$ cat config.mk
export PLATFORM = sky130hd
export DESIGN_NAME = gst_timer
export DESIGN_NICKNAME = d
export VERILOG_FILES = /design/src/hdl/gst_pkg.sv /design/src/hdl/gst_sync.sv /design/src/hdl/gst_timer.sv
export SDC_FILE = /design/constraint.sdc
export NUM_CORES = 1
export LEC_CHECK = 0
export BUFFER_PORTS_ARGS = -buffer_cell sky130_fd_sc_hd__buf_2
export CORE_ASPECT_RATIO = 2
export CORE_UTILIZATION = 35
export DETAILED_ROUTE_END_ITERATION = 16
export PLACE_DENSITY_LB_ADDON = 0.08
export SETUP_SLACK_MARGIN = 0.05
export SLEW_MARGIN = 20
export SYNTH_ARGS = -nofsm -noshare
export SYNTH_HDL_FRONTEND = slang
export SYNTH_HIERARCHICAL = 1
export SYNTH_SLANG_ARGS = --single-unit
$ cat constraint.sdc
create_clock -name clk -period 2.4 [get_ports clk]
set_clock_uncertainty 0.2 [all_clocks]
set_input_delay 0.48 -clock clk [delete_from_list [all_inputs] [get_ports clk]]
set_output_delay 0.48 -clock clk [all_outputs]
set_load 0.02 [all_outputs]
$ cat src/hdl/gst_pkg.sv
// Constants, configuration carrier and states of the gated 16-bit timer.
// Assumes one 125 MHz clock domain and an active-low async reset.
package gst_pkg;

  localparam int CNT_W       = 16;
  localparam int PS_W        = 3;
  localparam int SYNC_STAGES = 2;

  localparam logic [1:0] SRC_SYS  = 2'h0;
  localparam logic [1:0] SRC_PIN  = 2'h1;
  localparam logic [1:0] SRC_XTAL = 2'h2;

  localparam logic [1:0] PS_DIV1 = 2'h0;
  localparam logic [1:0] PS_DIV2 = 2'h1;
  localparam logic [1:0] PS_DIV4 = 2'h2;
  localparam logic [1:0] PS_DIV8 = 2'h3;

  localparam logic [PS_W-1:0] PS_MASK1 = 3'h0;
  localparam logic [PS_W-1:0] PS_MASK2 = 3'h1;
  localparam logic [PS_W-1:0] PS_MASK4 = 3'h3;
  localparam logic [PS_W-1:0] PS_MASK8 = 3'h7;

  localparam logic [CNT_W-1:0] CNT_RST  = 16'h0000;
  localparam logic [CNT_W-1:0] CNT_MAX  = 16'hffff;
  localparam logic [CNT_W-1:0] CNT_ONE  = 16'h0001;
  localparam logic [PS_W-1:0]  PS_RST   = 3'h0;
  localparam logic [PS_W-1:0]  PS_ONE   = 3'h1;

  // Control bits gathered from the timer and gate control registers
  typedef struct packed {
    logic       timer_on;
    logic [1:0] clk_src;
    logic [1:0] prescale_select;
    logic       crystal_osc_enable;
    logic       sync_disable_bit;
    logic       gate_enable_bit;
    logic       gate_polarity_bit;
    logic       gate_single_pulse_bit;
    logic       gate_src_sel;
  } gst_cfg_t;

  typedef enum logic [1:0] {
    GP_IDLE  = 2'b00,
    GP_ARMED = 2'b01,
    GP_RUN   = 2'b10
  } gst_gp_t;

endpackage

$ cat src/hdl/gst_sync.sv
// Two-or-more stage level synchroniser, one chain per bit.
// Assumes inputs are asynchronous to clk; only the last stage is read.
module gst_sync
  import gst_pkg::*;
#(
  parameter int W      = 3,
  parameter int STAGES = SYNC_STAGES
) (
  input  wire logic         clk,    // System clock
  input  wire logic         arst_n, // Async reset, active low
  input  wire logic [W-1:0] d,      // Asynchronous levels
  output logic      [W-1:0] q       // Synchronised levels
);

  if (STAGES < 2 || W < 1) begin : g_bad_cfg
    $error("gst_sync needs W >= 1 and STAGES >= 2");
  end

  genvar i;
  generate
    for (i = 0; i < W; i++) begin : g_bit
      logic [STAGES-1:0] chain_q;
      always_ff @(posedge clk or negedge arst_n) begin
        if (!arst_n) begin
          chain_q <= '0;
        end else begin
          chain_q <= {chain_q[STAGES-2:0], d[i]};
        end
      end
      assign q[i] = chain_q[STAGES-1];
    end
  endgenerate

endmodule

$ cat src/hdl/gst_timer.sv
// Gated 16-bit up-counter with prescaler, crystal amplifier and gate logic.
// Assumes pins are asynchronous, all other inputs are on clk.
// What this block does
// (RL1) Crystal amplifier runs only when enabled
// (RL2) Enabled crystal amplifier keeps running in sleep
// (RL3) Software presets FC00h, waits overflow to settle
// (RL4) Async mode uses earlier, unaligned external edge
// (RL5) Async external counting continues during sleep
// (RL6) Mode switch may drop or add one count
// (RL7) Counter bytes always read a stable value
// (RL8) Software stops timer before writing bytes; only t_ovf does, the other bench writes hit a running timer
// (RL9) Counter runs freely or under gate control
// (RL10) Gate enable bit makes counting follow gate
// (RL11) Polarity bit selects active gate level
// (RL12) Permitted: increment on selected clock rising edge
// (RL13) Blocked: count holds unchanged
// (RL14) Single pulse: start on rise, done on fall
// (RL15) Prescale 1/2/4/8; byte write clears prescaler
// (RL16) Wrap to zero sets overflow flag
module gst_timer
  import gst_pkg::*;
(
  input  wire logic       clk,                 // 125 MHz system clock
  input  wire logic       arst_n,              // Async reset, active low
  input  wire gst_cfg_t   cfg,                 // Control bits
  input  wire logic       sleep,               // Processor in sleep
  input  wire logic       external_clock_pin,  // External count pin
  input  wire logic       crystal_osc_input,   // Crystal amplifier input
  input  wire logic       gate_input,          // Gate pin
  input  wire logic       gate_alt_input,      // On-chip gate source
  input  wire logic       wr_low,              // Write low counter byte
  input  wire logic       wr_high,             // Write high counter byte
  input  wire logic [7:0] wr_data,             // Byte write data
  input  wire logic       gate_go_set,         // Arm single pulse
  input  wire logic       ovf_clear,           // Clear overflow flag
  input  wire logic       gate_flag_clear,     // Clear gate event flag
  output logic            crystal_osc_output,  // Crystal amplifier output
  output logic [7:0]      counter_low_byte,    // Count bits 7..0
  output logic [7:0]      counter_high_byte,   // Count bits 15..8
  output logic            timer_overflow_flag, // Sticky wrap flag
  output logic            gate_event_flag,     // Sticky pulse done flag
  output logic            gate_pulse_go_done,  // Single pulse armed/busy
  output logic            gate_current_value   // Active gate level
);

  //////////////////////////////////////////////////////////////////////////
  // Pin synchronisation and edge stages

  logic [2:0] pin_s;
  logic [1:0] lvl_d1_q;
  logic [1:0] lvl_d2_q;
  logic [1:0] lvl_now;
  logic [1:0] edge_async;
  logic [1:0] edge_sync;

  gst_sync #(.W(3), .STAGES(SYNC_STAGES)) gst_sync_inst (
    .clk    (clk),
    .arst_n (arst_n),
    .d      ({gate_input, crystal_osc_input, external_clock_pin}),
    .q      (pin_s)
  );

  // Bit 0 external pin, bit 1 crystal level (only when enabled)
  assign lvl_now = {pin_s[1] & cfg.crystal_osc_enable, pin_s[0]};

  always_ff @(posedge clk or negedge arst_n) begin
    if (!arst_n) begin
      lvl_d1_q <= 2'h0;
      lvl_d2_q <= 2'h0;
    end else begin
      lvl_d1_q <= lvl_now;
      lvl_d2_q <= lvl_d1_q;
    end
  end

  assign edge_async = lvl_now & ~lvl_d1_q;
  assign edge_sync  = lvl_d1_q & ~lvl_d2_q;

  //////////////////////////////////////////////////////////////////////////
  // Crystal amplifier

  always_ff @(posedge clk or negedge arst_n) begin
    if (!arst_n) begin
      crystal_osc_output <= 1'b0;
    end else begin
      // No sleep term: the amplifier runs through sleep
      crystal_osc_output <= cfg.crystal_osc_enable & ~pin_s[1]; // RL1 RL2
    end
  end

  //////////////////////////////////////////////////////////////////////////
  // Clock source selection

  logic       src_edge;
  logic [1:0] ext_edge;

  // Sync mode takes the aligned edge one stage later than async mode
  assign ext_edge = cfg.sync_disable_bit ? edge_async         // RL4 RL6
                                         : edge_sync & {2{~sleep}}; // RL5

  always_comb begin
    case (cfg.clk_src)
      SRC_SYS:  src_edge = ~sleep;
      SRC_PIN:  src_edge = ext_edge[0];   // RL5
      SRC_XTAL: src_edge = ext_edge[1];   // RL12
      default:  src_edge = 1'b0;
    endcase
  end

  //////////////////////////////////////////////////////////////////////////
  // Gate and single-pulse sequencing

  logic    gate_raw;
  logic    gate_act;
  logic    gate_rise;
  logic    gate_fall;
  logic    count_ok;
  gst_gp_t gp_q;

  assign gate_raw  = cfg.gate_src_sel ? gate_alt_input : pin_s[2]; // RL9
  assign gate_act  = cfg.gate_polarity_bit ? gate_raw : ~gate_raw; // RL11
  assign gate_rise = gate_act & ~gate_current_value;
  assign gate_fall = ~gate_act & gate_current_value;

  always_ff @(posedge clk or negedge arst_n) begin
    if (!arst_n) begin
      gate_current_value <= 1'b0;
    end else begin
      gate_current_value <= gate_act;
    end
  end

  always_ff @(posedge clk or negedge arst_n) begin
    if (!arst_n) begin
      gp_q <= GP_IDLE;
    end else if (!(cfg.gate_enable_bit && cfg.gate_single_pulse_bit)) begin
      gp_q <= GP_IDLE;
    end else begin
      case (gp_q)
        GP_IDLE:  if (gate_go_set) gp_q <= GP_ARMED;
        GP_ARMED: if (gate_rise) gp_q <= GP_RUN;   // RL14
        GP_RUN:   if (gate_fall) gp_q <= GP_IDLE;  // RL14
        default:  gp_q <= GP_IDLE;
      endcase
    end
  end

  always_ff @(posedge clk or negedge arst_n) begin
    if (!arst_n) begin
      gate_pulse_go_done <= 1'b0;
    end else if (!(cfg.gate_enable_bit && cfg.gate_single_pulse_bit)) begin
      gate_pulse_go_done <= 1'b0;
    end else if (gp_q == GP_RUN && gate_fall) begin
      gate_pulse_go_done <= 1'b0;                   // RL14
    end else if (gp_q == GP_IDLE && gate_go_set) begin
      gate_pulse_go_done <= 1'b1;
    end
  end

  always_ff @(posedge clk or negedge arst_n) begin
    if (!arst_n) begin
      gate_event_flag <= 1'b0;
    end else if (gp_q == GP_RUN && gate_fall) begin
      gate_event_flag <= 1'b1;                      // RL14
    end else if (gate_flag_clear) begin
      gate_event_flag <= 1'b0;
    end
  end

  always_comb begin
    if (!cfg.timer_on) begin
      count_ok = 1'b0;
    end else if (!cfg.gate_enable_bit) begin
      count_ok = 1'b1;                              // RL9
    end else if (cfg.gate_single_pulse_bit) begin
      count_ok = (gp_q == GP_RUN) && gate_act;      // RL14
    end else begin
      count_ok = gate_act;                          // RL10 RL13
    end
  end

  //////////////////////////////////////////////////////////////////////////
  // Prescaler and counter

  logic [PS_W-1:0]  ps_q;
  logic [PS_W-1:0]  ps_mask;
  logic [CNT_W-1:0] cnt_q;
  logic             tick;
  logic             inc;
  logic             wr_any;

  always_comb begin
    case (cfg.prescale_select)
      PS_DIV1: ps_mask = PS_MASK1;
      PS_DIV2: ps_mask = PS_MASK2;
      PS_DIV4: ps_mask = PS_MASK4;
      PS_DIV8: ps_mask = PS_MASK8;
      default: ps_mask = PS_MASK1;
    endcase
  end

  assign wr_any = wr_low | wr_high;
  assign tick   = src_edge & count_ok;                         // RL12 RL13
  assign inc    = tick & ((ps_q & ps_mask) == ps_mask);        // RL15

  always_ff @(posedge clk or negedge arst_n) begin
    if (!arst_n) begin
      ps_q <= PS_RST;
    end else if (wr_any) begin
      ps_q <= PS_RST;                                          // RL15
    end else if (tick) begin
      ps_q <= ps_q + PS_ONE;
    end
  end

  // A byte write beats a colliding increment
  always_ff @(posedge clk or negedge arst_n) begin
    if (!arst_n) begin
      cnt_q <= CNT_RST;
    end else if (wr_any) begin
      if (wr_low) cnt_q[7:0] <= wr_data;
      if (wr_high) cnt_q[15:8] <= wr_data;
    end else if (inc) begin
      cnt_q <= cnt_q + CNT_ONE;                                // RL12
    end
  end

  always_ff @(posedge clk or negedge arst_n) begin
    if (!arst_n) begin
      timer_overflow_flag <= 1'b0;
    end else if (inc && !wr_any && cnt_q == CNT_MAX) begin
      timer_overflow_flag <= 1'b1;                             // RL16
    end else if (ovf_clear) begin
      timer_overflow_flag <= 1'b0;
    end
  end

  // Bytes come from the clk-domain count, never from a pin edge
  assign counter_low_byte  = cnt_q[7:0];                       // RL7
  assign counter_high_byte = cnt_q[15:8];                      // RL7
endmodule

==> results.ini <==
[logic_synthesis]
synth_area_leaders=dfrtp_1 46%, nor2_1 3.2%, a21oi_1 3.0%
yosysMostFrequentCell=dfrtp_1
synth_nets=241
synth_top_area_frac=0.455
synth_area_per_cell_um2=9.51
ys_warn_count=6
synth-edff-count=0
ys_seq_area_frac=0.455
ys_seq_elements=36
synthArstFlopShare=1.00
yosysTopAreaCell=dfrtp_1
postSynthCellCount=208
synth_common_cells=36 x dfrtp_1, 17 x nor2_1, 16 x nand2_1
netlist_area_um2=1980
synth_cell_type_count=61
synthFlopType=dfrtp_1

[clock_network]
cts_tree=built
clk_pin_slew_ns=0.07
clock_latency_ns=0.29
cts_made_buffers=5
cts_htree_levels=2
post_cts_buffers=0
cts_buffer_depth=2
cts.sinks=36
root_buffer=clkbuf_8

[setup_path]
critPathArrivalTime_ns=2.22
crit-reg2reg-capture=cnt_q[3]
crit_type=reg -> reg
worstPathMaxFanout=5
r2r-start=lvl_d1_q[0]
critPathRequiredTime_ns=2.37
start_kind=flip-flop
rrSetupSlack_ns=0.15
rr_worst_depth=6
worst_setup_path_end_kind=flip-flop

[die]
die_w_um=55.2
die_area_um2=5970
die_h_um=108
num_rows=38
num_io_pins=52
coreArea_um2=5420
initial_core_util=0.365

[routing]
drt_first_iter_violations=71
drtAntennaViolNets=0
wirelength_um=5770
vias=1961
drc=0
first_pass_iters=5
detail_route.vias_per_cell=5.70
routedWlPerCell_um=16.8

[min_path]
min_path_type=in -> reg
holdPathEnd=gst_sync_inst/g_bit[1].chain_q[0]
whs_path_depth=1
holdCritStartpoint=crystal_osc_input

[cells_and_area]
drive_gt1_frac=0.324
syn_to_final_growth_pct=30.3
nNetsFinal=316
fillers=558
finalNonFillerCells=344
num_antenna_cells=0

[sta]
holdWs_ns=0.0915
drv_slew=0
rsz0062_at_grt=no
final.setup.tns_ns=0
period_needed_ns=2.25
worst_pin_slew_ns=0.376
max_slew_margin=0.743
period_share=0.937
hold_viol=0
setup_viol_count_final=0
setup_ws_ns=0.151
max_freq_mhz=445

[global_routing]
grt_pass1_wl_um=9360
grt_max_degree=17
overflow=0
antenna_found_initial=0
grt_pass1_vias=1990
gr-usage-met3=0.0380
grtUsageTotal=0.221
grtUsageMet1=0.232
top_usage_layer=met2
met2_usage=0.397

[placed_design]
place_congestion=0.884
pre_cts_ws_ns=-0.101
dp.final_hpwl_um=4450
numPortBuffers=51
dp_cells=335

[run]
cap_violations=0

[run_status]
outcome=finished, final reports clean

[power]
leakagePower_nw=1.17
finalPower_mw=1.54
power_density_nw_per_um2=597
peakVddDrop_mv=0.429

[flip-flops by register name, summed over array words and instances (netlist names)]
| signal | flops |
|---|---|
| gate_pulse_go_done | 1 |
| lvl_d1_q | 2 |
| lvl_d2_q | 2 |
| gp_q | 2 |
| ps_q | 3 |
| cnt_q | 16 |
| gate_current_value | 1 |
| crystal_osc_output | 1 |
| gate_event_flag | 1 |
| timer_overflow_flag | 1 |
| gst_sync_inst/g_bit.chain_q | 6 |
[kinds of logic after synthesis]
kind of cell / synth area share
and+or+nand+nor: 0.204
muxes: 0.0158
xor gates and xnor gates: 0.00886
adders and majority gates: 0.0126
DFF: 0.455
buffers and inverters: 0.0563
AOI/OAI and AO/OA: 0.247
[final cells by class]
class                   count  area [um2]  area share
multi-input cells         147         970       0.376
inverters                  13        48.8      0.0189
clock buffers               6        72.6      0.0282
flip-flops and latches     36         901       0.350
repair buffers             80         475       0.184
well taps                  60        75.1      0.0291
clock inverters             2        35.0      0.0136
[critical path, cell delays in order, from the launching register on]
cell	delay, ns
dfrtp_1	0.39
or4bb_1	0.49
nand3_2	0.12
and4_1	0.27
buf_4	0.16
nand2_2	0.11
a311o_1	0.38
[timing repair]
| item | CTS | global route |
|---|---|---|
| setup endpoints to repair | 0 | 3 |
| gates resized for setup | 0 | 1 |
| hold endpoints to repair | 14 | 0 |
| hold buffers | 1 | 0 |
[layer usage]
layer	wire, um	part of all wire	up-vias
li1	-	-	930
met1	2250	0.39	956
met2	3140	0.54	64
met3	248	0.043	11
met4	143	0.025	0
met5	0	0	-
[where the power goes]
part	internal [mW]	switching, mW
Clock	0.308	0.227
Combinational	0.129	0.179
Sequential	0.648	0.0476
[metrics by stage]
step,utilization,cell area (um2)
floorplan,-,1980
global placement,0.453,2460
detailed placement,0.453,2460
CTS,0.475,2570
global route,0.476,2580
finish,0.476,2580
[cell usage in the layout, fill, tap and decap left out, drive strengths merged, types with 4 or more instances in the layout]
| cell type | n |
|---|---|
| buf | 79 |
| nor2 | 17 |
| nand3 | 11 |
| a21oi | 12 |
| clkbuf | 6 |
| dfrtp | 36 |
| nand2 | 17 |
| o31ai | 4 |
| o21ai | 8 |
| inv | 12 |
| a211o | 4 |
[worst max path at each step]
| stage | startpoint | end | slack [ns] |
|---|---|---|---|
| 2_1_floorplan | wr_high | cnt_q[15] | 0.16 |
| 3_5_place_dp | cfg[0] | cnt_q[0] | -0.10 |
| 5_1_grt | gst_sync_inst/g_bit[2].chain_q[1] | cnt_q[2] | 0.07 |
| 4_1_cts | gst_sync_inst/g_bit[2].chain_q[1] | cnt_q[0] | 0.17 |
| 6_report | lvl_d1_q[0] | cnt_q[3] | 0.15 |
| 3_3_place_gp | cfg[0] | cnt_q[2] | -0.08 |
Note: power is estimated with default switching activity, not from simulation.
